<file path="src/include/epc_defines.vh">
// Constants for the easy pin configuration setup block
`ifndef EPC_DEFINES_VH
`define EPC_DEFINES_VH

// Register offsets
`define EPC_REG_CTRL 8'h01
`define EPC_REG_PCFG0 8'h10
`define EPC_REG_PCFG3 8'h13
`define EPC_REG_PRESET 8'h14

// Field positions and widths
`define EPC_CTRL_SETUP_BIT 5
`define EPC_PRESET_W 5

// Reset values
`define EPC_CTRL_RST 8'h00
`define EPC_PRESET_RST 8'h01

// Pin configuration images per preset, {pcfg3,pcfg2,pcfg1,pcfg0}
`define EPC_OPT1_CFG 32'hAC42CE7F
`define EPC_OPT2_CFG 32'hAC28CC7F
`define EPC_OPT3_CFG 32'h0012001E
`define EPC_OPT4_CFG 32'h00000000
`define EPC_OPT5_CFG 32'h00000000

// Bus address, arbitrary value
`define EPC_SLV_ADDR 7'h2C

// Timing
`define EPC_CLK_KHZ 10000
`define EPC_TOUT_MS 25
`define EPC_SCAN_US 100
`define EPC_TOUT_CYC (`EPC_TOUT_MS * `EPC_CLK_KHZ)
`define EPC_SCAN_CYC ((`EPC_SCAN_US * `EPC_CLK_KHZ) / 1000)

`endif

</file>
<file path="src/logic/epc_scl_timeout.v">
// Clock-low timeout detector for the serial bus clock
`timescale 1ns/100ps
`default_nettype none
module epc_scl_timeout #(
   parameter CNT_W = 18,
   parameter LIMIT = 250000
)(
   // Clock and reset
   input wire sys_clk,
   input wire rst,
   // Control and status
   input wire enable,
   input wire scl_low,
   output reg hit
);
   reg [CNT_W-1:0] cnt_q;

   always @(posedge sys_clk)
   begin
      if (rst)
      begin
         cnt_q <= {CNT_W{1'b0}};
         hit <= 1'b0;
      end
      else
      begin
         hit <= 1'b0;
         if (!enable || !scl_low)
            cnt_q <= {CNT_W{1'b0}};
         // Saturate so one hold gives one pulse
         else if (cnt_q != LIMIT[CNT_W-1:0])
         begin
            cnt_q <= cnt_q + 1'b1;
            if (cnt_q == LIMIT[CNT_W-1:0] - 1'b1)
               hit <= 1'b1;
         end
      end
   end
endmodule // epc_scl_timeout
`default_nettype wire

</file>
<file path="src/logic/epc_top.v">
// Serial-bus register slave with preset pin configuration and scan start
`timescale 1ns/100ps
`default_nettype none
`include "epc_defines.vh"
module epc_top #(
   parameter TOUT_CYC = `EPC_TOUT_CYC,
   parameter SCAN_CYC = `EPC_SCAN_CYC
)(
   // Clock and reset
   input wire sys_clk,
   input wire rst,
   // Serial bus pins
   input wire scl_in,
   input wire sda_in,
   output wire sda_out,
   output reg sda_oe,
   // Options
   input wire timeout_en,
   // Configuration and monitor state
   output wire [31:0] pin_cfg,
   output wire setup_done,
   output reg [4:0] mon_chan,
   output reg mon_strobe
);
   localparam ST_IDLE = 3'd0;
   localparam ST_ADDR = 3'd1;
   localparam ST_PTR = 3'd2;
   localparam ST_WDATA = 3'd3;
   localparam ST_RDATA = 3'd4;
   localparam ST_ACK = 3'd5;
   localparam ST_RACK = 3'd6;

   reg scl_m, scl_s, scl_p, sda_m, sda_s, sda_p;
   reg [2:0] state_q, next_q;
   reg [2:0] bit_cnt;
   reg [7:0] shreg, ptr_q;
   reg got_byte;
   reg wr_q;
   reg [7:0] wr_addr_q, wr_data_q;
   reg [7:0] ctrl_q, preset_q;
   reg [7:0] pcfg_q [0:3];
   reg [15:0] div_q;
   wire scl_rise, scl_fall, start_c, stop_c, tout_hit, scan_tick;
   // Whole images, so each register takes an explicit byte slice
   wire [31:0] rst_img = `EPC_OPT1_CFG;
   wire [31:0] new_img = preset_img(wr_data_q[4:0]);
   wire [7:0] rd_now = rd_mux(ptr_q);
   integer i;

   // Open drain: only ever pulls low
   assign sda_out = 1'b0;
   assign pin_cfg = {pcfg_q[3], pcfg_q[2], pcfg_q[1], pcfg_q[0]};
   assign setup_done = ctrl_q[`EPC_CTRL_SETUP_BIT];

   // Lowest set bit wins if the host breaks the one-hot convention
   function [31:0] preset_img;
      input [4:0] sel;
      begin
         if (sel[0])
            preset_img = `EPC_OPT1_CFG;
         else if (sel[1])
            preset_img = `EPC_OPT2_CFG;
         else if (sel[2])
            preset_img = `EPC_OPT3_CFG;
         else if (sel[3])
            preset_img = `EPC_OPT4_CFG;
         else
            preset_img = `EPC_OPT5_CFG;
      end
   endfunction

   function [7:0] rd_mux;
      input [7:0] a;
      begin
         if (a == `EPC_REG_CTRL)
            rd_mux = ctrl_q;
         else if (a == `EPC_REG_PRESET)
            rd_mux = preset_q;
         else if (a >= `EPC_REG_PCFG0 && a <= `EPC_REG_PCFG3)
            rd_mux = pcfg_q[a[1:0]];
         else
            rd_mux = 8'h00;
      end
   endfunction

   // Pin synchronisers; edges read only the second stage onward
   always @(posedge sys_clk)
   begin
      if (rst)
      begin
         scl_m <= 1'b1;
         scl_s <= 1'b1;
         scl_p <= 1'b1;
         sda_m <= 1'b1;
         sda_s <= 1'b1;
         sda_p <= 1'b1;
      end
      else
      begin
         scl_m <= scl_in;
         scl_s <= scl_m;
         scl_p <= scl_s;
         sda_m <= sda_in;
         sda_s <= sda_m;
         sda_p <= sda_s;
      end
   end

   assign scl_rise = scl_s & ~scl_p;
   assign scl_fall = ~scl_s & scl_p;
   assign start_c = scl_s & scl_p & sda_p & ~sda_s;
   assign stop_c = scl_s & scl_p & ~sda_p & sda_s;

   epc_scl_timeout #(
      .CNT_W(18),
      .LIMIT(TOUT_CYC)
   ) u_tout (
      .sys_clk(sys_clk),
      .rst(rst),
      .enable(timeout_en),
      .scl_low(~scl_s),
      .hit(tout_hit)
   );

   // Bus slave byte engine
   always @(posedge sys_clk)
   begin
      if (rst)
      begin
         state_q <= ST_IDLE;
         next_q <= ST_IDLE;
         bit_cnt <= 3'd0;
         shreg <= 8'h00;
         ptr_q <= 8'h00;
         got_byte <= 1'b0;
         sda_oe <= 1'b0;
         wr_q <= 1'b0;
         wr_addr_q <= 8'h00;
         wr_data_q <= 8'h00;
      end
      else
      begin
         wr_q <= 1'b0;
         if (tout_hit || stop_c)
         begin
            state_q <= ST_IDLE;
            sda_oe <= 1'b0;
            got_byte <= 1'b0;
         end
         else if (start_c)
         begin
            state_q <= ST_ADDR;
            bit_cnt <= 3'd0;
            got_byte <= 1'b0;
            sda_oe <= 1'b0;
         end
         else
         begin
            case (state_q)
               ST_ADDR, ST_PTR, ST_WDATA:
               begin
                  if (scl_rise)
                  begin
                     shreg <= {shreg[6:0], sda_s};
                     bit_cnt <= bit_cnt + 1'b1;
                     if (bit_cnt == 3'd7)
                        got_byte <= 1'b1;
                  end
                  else if (scl_fall && got_byte)
                  begin
                     got_byte <= 1'b0;
                     sda_oe <= 1'b1;
                     state_q <= ST_ACK;
                     if (state_q == ST_ADDR)
                     begin
                        if (shreg[7:1] != `EPC_SLV_ADDR)
                        begin
                           sda_oe <= 1'b0;
                           state_q <= ST_IDLE;
                        end
                        next_q <= shreg[0] ? ST_RDATA : ST_PTR;
                     end
                     else if (state_q == ST_PTR)
                     begin
                        ptr_q <= shreg;
                        next_q <= ST_WDATA;
                     end
                     else
                     begin
                        wr_q <= 1'b1;
                        wr_addr_q <= ptr_q;
                        wr_data_q <= shreg;
                        ptr_q <= ptr_q + 1'b1;
                        next_q <= ST_WDATA;
                     end
                  end
               end
               ST_ACK:
               begin
                  if (scl_fall)
                  begin
                     state_q <= next_q;
                     bit_cnt <= 3'd0;
                     if (next_q == ST_RDATA)
                     begin
                        shreg <= rd_now;
                        sda_oe <= ~rd_now[7];
                        ptr_q <= ptr_q + 1'b1;
                     end
                     else
                        sda_oe <= 1'b0;
                  end
               end
               ST_RDATA:
               begin
                  if (scl_fall)
                  begin
                     bit_cnt <= bit_cnt + 1'b1;
                     if (bit_cnt == 3'd7)
                     begin
                        sda_oe <= 1'b0;
                        state_q <= ST_RACK;
                     end
                     else
                     begin
                        shreg <= {shreg[6:0], 1'b0};
                        sda_oe <= ~shreg[6];
                     end
                  end
               end
               ST_RACK:
               begin
                  if (scl_rise)
                     got_byte <= ~sda_s;
                  else if (scl_fall)
                  begin
                     got_byte <= 1'b0;
                     bit_cnt <= 3'd0;
                     if (got_byte)
                     begin
                        state_q <= ST_RDATA;
                        shreg <= rd_now;
                        sda_oe <= ~rd_now[7];
                        ptr_q <= ptr_q + 1'b1;
                     end
                     else
                        state_q <= ST_IDLE;
                  end
               end
               default:
               begin
                  sda_oe <= 1'b0;
                  state_q <= ST_IDLE;
               end
            endcase
         end
      end
   end

   // Register file
   always @(posedge sys_clk)
   begin
      if (rst)
      begin
         ctrl_q <= `EPC_CTRL_RST;
         preset_q <= `EPC_PRESET_RST;
         for (i = 0; i < 4; i = i + 1)
            pcfg_q[i] <= rst_img[8 * i +: 8];
      end
      else if (wr_q)
      begin
         if (wr_addr_q == `EPC_REG_CTRL)
            ctrl_q <= wr_data_q;
         else if (wr_addr_q == `EPC_REG_PRESET)
         begin
            preset_q <= wr_data_q & 8'h1F;
            if (wr_data_q[`EPC_PRESET_W-1:0] != 5'h00)
               for (i = 0; i < 4; i = i + 1)
                  pcfg_q[i] <= new_img[8 * i +: 8];
         end
         else if (wr_addr_q >= `EPC_REG_PCFG0 &&
                  wr_addr_q <= `EPC_REG_PCFG3)
            pcfg_q[wr_addr_q[1:0]] <= wr_data_q;
      end
   end

   // Channel scan timebase
   assign scan_tick = (div_q == SCAN_CYC[15:0] - 16'h0001);

   always @(posedge sys_clk)
   begin
      if (rst || !setup_done)
      begin
         div_q <= 16'h0000;
         mon_chan <= 5'h00;
         mon_strobe <= 1'b0;
      end
      else
      begin
         mon_strobe <= 1'b0;
         if (scan_tick)
         begin
            div_q <= 16'h0000;
            mon_chan <= mon_chan + 1'b1;
            mon_strobe <= pin_cfg[mon_chan + 1'b1];
         end
         else
            div_q <= div_q + 1'b1;
      end
   end
endmodule // epc_top
`default_nettype wire

</file>
<file path="config.mk">
export PLATFORM = sky130hd
export DESIGN_NAME = epc_top
export DESIGN_NICKNAME = d
export VERILOG_FILES = /design/src/logic/epc_scl_timeout.v /design/src/logic/epc_top.v
export VERILOG_INCLUDE_DIRS = /design/src /design/src/include
export SDC_FILE = /design/constraint.sdc
export NUM_CORES = 1
export LEC_CHECK = 0
export BUFFER_PORTS_ARGS = -buffer_cell sky130_fd_sc_hd__buf_2
export CORE_MARGIN = 2
export CORE_UTILIZATION = 45
export CTS_CLUSTER_SIZE = 10
export DETAILED_ROUTE_END_ITERATION = 7
export MAX_ROUTING_LAYER = met4
export PLACE_DENSITY_LB_ADDON = 0.08
export SLEW_MARGIN = 10
export SYNTH_ARGS = -nofsm -noshare
export SYNTH_HDL_FRONTEND = slang
export SYNTH_SLANG_ARGS = --single-unit
</file>
<file path="constraint.sdc">
create_clock -name sys_clk -period 3.75 [get_ports sys_clk]
set_input_delay 0.375 -clock sys_clk [delete_from_list [all_inputs] [get_ports sys_clk]]
set_output_delay 0.375 -clock sys_clk [all_outputs]
set_load 0.02 [all_outputs]
</file>
Yosys cells after proc, flatten, opt, wreduce, memory -nomap -nowiden

Memories as Yosys holds them, arrays and structs flattened. A register that Yosys moved wholly into a read port is not among the register bits.
Index checks and enable logic that the tools add are counted.

Flip-flop bits (word level): 104
Bits in writable memories: 32
Input bits: 5
Output and inout port bits: 41
Word-level logic and storage cells: 224
Memories: 1

Memories:

| memory | depth | bits a word | rd ports | clocked after Yosys merged registers in | wr ports | RTL line     | text |
|---|---|---|---|---|---|---|---|
| pcfg_q | 4     | 8           | 5        | 1                                       | 4        | epc_top.v:41 | `reg [7:0] pcfg_q [0:3];` |

Add/sub/neg operators: 5
Order comparisons: 5
Equal/unequal tests: 39
Multiplexer cells: 90
Bitwise operators: 27
Reduce and logical (&&, ||, !) cells: 33

Operators with widths:

| operator              | number |
|---|---|
| $mux 8                | 25 |
| $mux 32               | 2 |
| $mux 3                | 17 |
| $mux 1                | 35 |
| $ne 3x3->1 const B    | 11 |
| $pmux 8 s4            | 1 |
| $reduce_and 7->1      | 4 |
| $ne 2x2->1 const B    | 12 |
| $pmux 3 s4            | 2 |
| $pmux 8 s3            | 1 |
| $reduce_and 11->1     | 2 |
| $mux 21               | 1 |
| $add 18x1->18 const B | 1 |
| $eq 18x18->1 const B  | 1 |
| $ne 18x18->1 const B  | 1 |
| $add 16x1->16 const B | 1 |
| $eq 16x10->1 const B  | 1 |
| $eq 8x1->1 const B    | 2 |
| $eq 8x5->1 const B    | 2 |
| $ge 8x5->1 const B    | 2 |
| $le 8x5->1 const B    | 2 |
| $not 1->1             | 16 |
| $eq 3x3->1 const B    | 5 |
| $reduce_and 5->1      | 2 |
| other kinds (27)      | 50 |

Depth between registers and ports, before layout

Gate-level depths: netlist (run 1).

Depth after elaboration: 10
Depth in mapped cells: 9
Depth with buffers taken out: 7

By module

A second synthesis (run 1) with hierarchy kept.

Cells, all modules: 759
Area total of the unflattened synthesis: 7026.7 µm²

Modules (own cells, without submodules):

| module          | instances | cells an instance | area an instance (µm²) | sequential area each (µm²) |
|---|---|---|---|---|
| epc_top         | 1         | 654               | 6115.9                 | 2702.6 |
| epc_scl_timeout | 1         | 105               | 910.9                  | 380.4 |

Least setup slack after synthesis (run 1)

OpenSTA, ideal clock, no wires.

Kind: register to register
Start point: reg mon_chan[1]
End point: reg mon_strobe
Setup time: 129 ps
Data arrival time: 2017 ps
Data required time: 3621 ps
Path slack: 1604 ps
Stages on the path, launching flop included: 7
Path buffers: 1
Cell sequence: dfxtp_1 ha_1 buf_2 mux4_2 mux4_2 mux2i_1 nor4_1

Cells in the longest elaborated chain, start to end: 3

Ends and longest elaborated chain:

| element                      | RTL line      | text |
|---|---|---|
| from (decl)                  | epc_top.v:22  | `output reg [4:0] mon_chan,` |
| from (signal assigned)       | epc_top.v:304 | `mon_chan <= mon_chan + 1'b1;` |
| $add 5x1->5                  | epc_top.v:305 | `mon_strobe <= pin_cfg[mon_chan + 1'b1];` |
| $bmux 1 s5                   | epc_top.v:305 |  |
| $mux 1 (implied by the code) | epc_top.v:305 |  |
| to (signal assigned)         | epc_top.v:305 |  |
| to (decl)                    | epc_top.v:23  | `output reg mon_strobe` |

Every way passes these cells. The select of a mux whose other input is x is not followed.
A chain may end at the register's enable or synchronous reset.

==> results of run 1 <==
==> critical path: stages (launching register included) <==
cell	delay, ps
dfxtp_1	320
nor4_2	420
nand4_1	500
a2111oi_4	530
nand2_1	450
o22a_1	350
==> cell families (layout without fill, tap and decap cells) <==
group           Yosys count  after routing  synth area share [%]
simple gates            287            287                  21.3
flops                   138            138                  44.7
compound gates          136            136                  13.3
buf+inv                  68            106                  4.17
mux                      46             46                  9.94
xor+xnor                 34             34                  4.32
fa+ha+maj                12             12                  2.18
other cells               1              1                0.0544
==> through the flow <==
step | instance area (µm²) | instances
after global routing | 7790 | 948
after floorplan | 6900 | 722
after global placement | 7190 | 916
final | 7790 | 948
after CTS | 7790 | 948
after detailed placement | 7190 | 916
==> flip-flops by register name, summed over array words and instances (netlist names), 3 cells and up, named ones only <==
name,count
wr_data_q,8
ptr_q,8
ctrl_q,8
preset_q,5
shreg,8
u_tout.cnt_q,18
wr_addr_q,8
bit_cnt,3
pcfg_q,32
state_q,3
div_q,16
next_q,3
mon_chan,5
==> layout make-up <==
| cell class | count | share of cell area [%] |
|---|---|---|
| clock buffers | 18 | 5.51 |
| clock inverters | 14 | 2.20 |
| inverters | 27 | 1.30 |
| multi-input cells | 516 | 45.3 |
| flip-flops and latches | 138 | 39.6 |
| well taps | 188 | 3.02 |
| repair buffers | 47 | 3.11 |
==> how the worst min path moves through the flow <==
stage / startpoint / to / cells after the start
floorplan: scl_m / scl_s / 1
global placement: sda_m / sda_s / 1
detailed placement: sda_m / sda_s / 1
CTS: scl_in / scl_m / 2
global route: scl_in / scl_m / 2
finish: sda_in / sda_m / 2
==> synth_stat cells, types with 5 or more instances <==
library cell  number  area share [%]
a222oi_1           5            0.73
xor2_1            17             2.2
a311oi_1           9             1.1
nand2b_1          11             1.0
a211oi_1           5            0.54
nor2b_1            5            0.45
nand2_1           41             2.2
a21o_1             5            0.54
and3_1             8            0.73
inv_1             27             1.5
nand3_1           22             1.6
o21ai_0           18             1.3
nor3b_1            5            0.54
ha_1              12             2.2
nand3b_1           7            0.76
mux2i_1           28             4.1
o21a_1            14             1.5
xnor2_1           17             2.2
nand4_1           11             1.0
dfxtp_1          106              31
buf_2             10            0.73
mux4_2            18             5.9
a21oi_1           52             3.8
or3_1              6            0.54
or2_2              7            0.63
and2_1             6            0.54
nor3_1            15             1.1
clkbuf_1          23             1.3
nor4_1             9            0.82
nor2_1           112             6.1
edfxtp_1          32              14
==> power breakdown <==
group / internal, mW / total [mW] / leakage, nW / switching [mW]
combinational: 0.0224 / 0.0692 / 1.13 / 0.0469
clock: 1.05 / 1.70 / 0.272 / 0.652
sequential: 1.53 / 1.54 / 1.12 / 0.00919
==> routing by layer <==
layer / wire, µm / global-route usage [%] / up-vias
met3: 625 / 4.26 / 22
met1: 7490 / 27.4 / 2645
met5: 0 / - / -
li1: - / - / 2654
met4: 284 / 6.72 / 0
met2: 7480 / 32.3 / 134
==> out/results.txt, run 1 <==
Status: finished, final reports clean
CTS H-tree depth: 4
# setup viols final: 0
Post-Synthesis Cell Area: 6900 µm²
Async SR Flop Fraction: 0%
FMAX: 355 MHz
Worst Clk Skew: 7.63 ps
DRT iter0 DRCs: 429
Final Critical Period: 2820 ps
Core Box Area: 15100 µm²
Max FO, Critical Path: 15
Setup TNS: 0 ps
CTS Buffer Depth: 2
FF-to-FF Start: wr_addr_q[7]
Yosys reg bits: 138
Total power: 3.31 mW
Commonest non-fill, non-tap cell in the layout: nor2_1
Synth unique cells: 69
FF-to-FF End: pcfg_q[0][4]
PostCTS Resize Cnt: 0
Leakage power: 2.52 nW
Wirelength per Cell: 16.8 µm
DIE WIDTH: 128 µm
Gr ovfl total: 0
Hpwl dp: 11400 µm
Root Driver: clkbuf_16
Post-synthesis sequential area ratio: 44.7%
Placement Setup Slack: 925 ps
Flop2flop setup slack: 930 ps
DR vias: 5455
Hold WC Path Type: primary input to flop
Gpl congestion: 0.836
# port buffers: 44
Worst-margin pin slew: 1140 ps
Worst EP arrival: 2990 ps
Sink Count: 138
Multi-input logic area: 3530 µm²
Worst Setup EP: pcfg_q[0][4]
Ratio of cells with drive above 1 in the final layout: 15.3%
Post-CTS setup buffer count: 0
Ys Warns: 0
Worst vdd ir: 0.323 mV
Starting Density: 45.7%
GRT Total Usage: 20.8%
DRC: 0
Syn Inst Count: 722
Startpoint Class: flop
Vias per inst: 5.75
Detailed-router iteration count before antenna repair: 5
Period utilization: 75.2%
CTS tree: done
Number of antenna violations at the first check in global routing: 0
Most frequent cells in the layout: nor2_1, dfxtp_1, a21oi_1, buf_2, nand2_1
Worst-path clk slew: 60 ps
Final Max Tran Viols: 0
Num CTS Buffers: 17
Avg Cell Area, Syn: 9.55 µm²
CTS Hold Bufs: 0
Fin Hold WS: 135 ps
Site Rows: 45
Final Hold Viols: 0
FF/Latch Area: 3080 µm²
Syn_nets: 739
Post-synth top flop: dfxtp_1
FF-to-FF path depth: 5
Number of synthesized flops with an enable pin: 32
Vert. Die Dim: 128 µm
Final Util: 51.7%
Antenna diodes: 0
P per Cell Area: 424 nW/µm²
# nets final: 764
Area Overhead vs Synth: 13.0%
Worst EP required: 3920 ps
# fillers: 1404
Global-route wire length before repair: 25900 µm
Start point of the critical path: wr_addr_q[7]
Die area: 16300 µm²
Boundary Pins: 46
Unrepaired setup endpoints after global routing: no
Max-cap violation count: 0
Worst Setup Slack, final: 932 ps
Clock latency on the worst-skew pair: 420 ps
Critical path class: flop to flop
Final antenna-violating net count: 0
Vias in the first global route: 5002
Final WL: 15900 µm
Largest net degree at the start of global routing: 40
Worst rel slew slack: 23.8%
Critical path endpoint category: flop
Power figures use the tool's default switching activity.
==> run 2: changes to the inputs <==
==> constraint.sdc (replaced) <==
create_clock -name sys_clk -period 2.3 [get_ports sys_clk]
set_input_delay 0.23 -clock sys_clk [delete_from_list [all_inputs] [get_ports sys_clk]]
set_output_delay 0.23 -clock sys_clk [all_outputs]
set_load 0.02 [all_outputs]
==> run 2 against run 1 <==
Compared with the run above:
- first-iteration DRC count decreased by 17%
- sequential power increased by 63%
- cell count increased by 3.7%
- via count increased by 1.3%
- hold slack improved by 100 ps
- maximum frequency increased by 31%
- setup slack got worse by 790 ps
- largest cell class unchanged
==> out/results.txt, run 2 (synthesis results as in run 1) <==
Hold WC Path Type: primary input to flop
P per Cell Area: 668 nW/µm² (+58%)
Max FO, Critical Path: 6 (-9)
Largest net degree at the start of global routing: 32 (-20%)
# nets final: 799 (+4.6%)
Core Box Area: 15100 µm² (unchanged)
Critical path endpoint category: flop
Root Driver: clkbuf_16
DR vias: 5525 (+1.3%)
Num CTS Buffers: 17 (unchanged)
Worst EP arrival: 2450 ps (-540 ps)
Site Rows: 45 (unchanged)
Unrepaired setup endpoints after global routing: no
Final Max Tran Viols: 0 (unchanged)
Critical path class: flop to flop
Area Overhead vs Synth: 17.7%
Starting Density: 45.7% (unchanged)
Max reg flops: 32 (unchanged)
Max-cap violation count: 0 (unchanged)
FMAX: 463 MHz (+31%)
Sink Count: 138 (unchanged)
CTS H-tree depth: 4 (unchanged)
Setup TNS: 0 ps (unchanged)
CTS Buffer Depth: 2 (unchanged)
Vias in the first global route: 5342 (+6.8%)
Hpwl dp: 12400 µm (+8.5%)
Worst rel slew slack: 55.5% (+32 points)
Period utilization: 93.9% (+19 points)
Final Hold Viols: 0 (unchanged)
Gr ovfl total: 0 (unchanged)
Worst EP required: 2590 ps (-1330 ps)
Ratio of cells with drive above 1 in the final layout: 18.5% (+3.2 points)
Critical-path top delay cell: mux4_2
Die area: 16300 µm² (unchanged)
Commonest non-fill, non-tap cell in the layout: nor2_1
Worst Clk Skew: 6.62 ps (-1.01 ps)
Startpoint Class: flop
Worst path max stage delay: 540 ps (about the same)
Worst-margin pin slew: 661 ps (-477 ps)
Worst-path clk slew: 60 ps (about the same)
Vias per inst: 5.62 (-2.3%)
Number of antenna violations at the first check in global routing: 0 (unchanged)
Ordered cell list for the critical path: ha_1 > mux4_2 > mux4_2 > mux2i_1 > nor4_1
CP delay by family, top: multiplexers
Final WL: 17100 µm (+7.9%)
Final Critical Period: 2160 ps (-659 ps)
DRT iter0 DRCs: 357 (-17%)
Boundary Pins: 46 (unchanged)
Fin Hold WS: 237 ps (+102 ps)
Buf/Inv on CP: 0 (unchanged)
GRT Total Usage: 22.6% (+1.8 points)
Antenna diodes: 0 (unchanged)
Top Registers: pcfg_q: 32 flops, u_tout.cnt_q: 18 flops, div_q: 16 flops
DIE WIDTH: 128 µm (unchanged)
# setup viols final: 0 (unchanged)
Detailed-router iteration count before antenna repair: 5 (unchanged)
CP most frequent cell: mux4_2
Biggest register: pcfg_q
Leakage power: 2.74 nW (+8.5%)
Final antenna-violating net count: 0 (unchanged)
Status: finished, final reports clean
Vert. Die Dim: 128 µm (unchanged)
Gpl congestion: 0.846 (+1.2%)
Global-route wire length before repair: 28200 µm (+8.7%)
DRC: 0 (unchanged)
Worst vdd ir: 0.507 mV (+57%)
Clock latency on the worst-skew pair: 420 ps (about the same)
CTS tree: done
# port buffers: 44 (unchanged)
Wirelength per Cell: 17.4 µm (+4.1%)
Most frequent cells in the layout: nor2_1, dfxtp_1, a21oi_1, buf_2, nand2_1
## run 2: layout make-up
type | count | area (µm²)
Timing Repair Buffer | 82 | 561
Sequential cell | 138 | 3080
Inverter | 27 | 101
Tap cell | 188 | 235
Clock buffer | 24 | 482
Fill cell | 1370 | 6970
Multi-Input combinational cell | 516 | 3540
Clock inverter | 8 | 118
## run 2: routing by layer
layer | GRT usage (%) | share of wire [%]
met3 | 5.26 | 3.8
met2 | 36.1 | 48
met1 | 28.7 | 47
met5 | - | 0
met4 | 6.92 | 1.1
## run 2: where the power goes
part | total, mW | internal [mW] | leakage, nW | switching [mW]
logic | 0.137 | 0.0531 | 1.32 | 0.0838
registers | 2.51 | 2.49 | 1.12 | 0.0145
clock network | 2.78 | 1.78 | 0.294 | 0.996
## run 2: repair_timing
| action | in CTS | in global routing |
|---|---|---|
| gates resized for setup | 0 | 2 |
| buffers inserted | 0 | 0 |
| endpoints found under the hold margin | 2 | 0 |
| hold buffers | 2 | 0 |
| endpoints found under the setup margin | 0 | 7 |
## run 2: path summary, 6_finish.rpt
kind                     from    endpoint  slack [ps]  cells past startpoint
setup / recovery  mon_chan[1]  mon_strobe         140                      5
hold / removal            rst   ctrl_q[7]         240                      2
setup reg to reg  mon_chan[1]  mon_strobe         140                      5
hold reg to reg         scl_m       scl_s         410                      1
## run 2: per-stage QoR
step                      util, %  instances  cell area (µm²)  power [mW]  setup slack, ps
final                        53.8        983             8120        5.42              141
after global routing         53.8        983             8120        5.62             14.7
after CTS                    53.8        983             8110        5.48             98.4
after detailed placement     49.7        949             7490        2.69              111
after global placement       49.7        949             7490        2.69              152
after floorplan                 -        722             6900        2.64              154
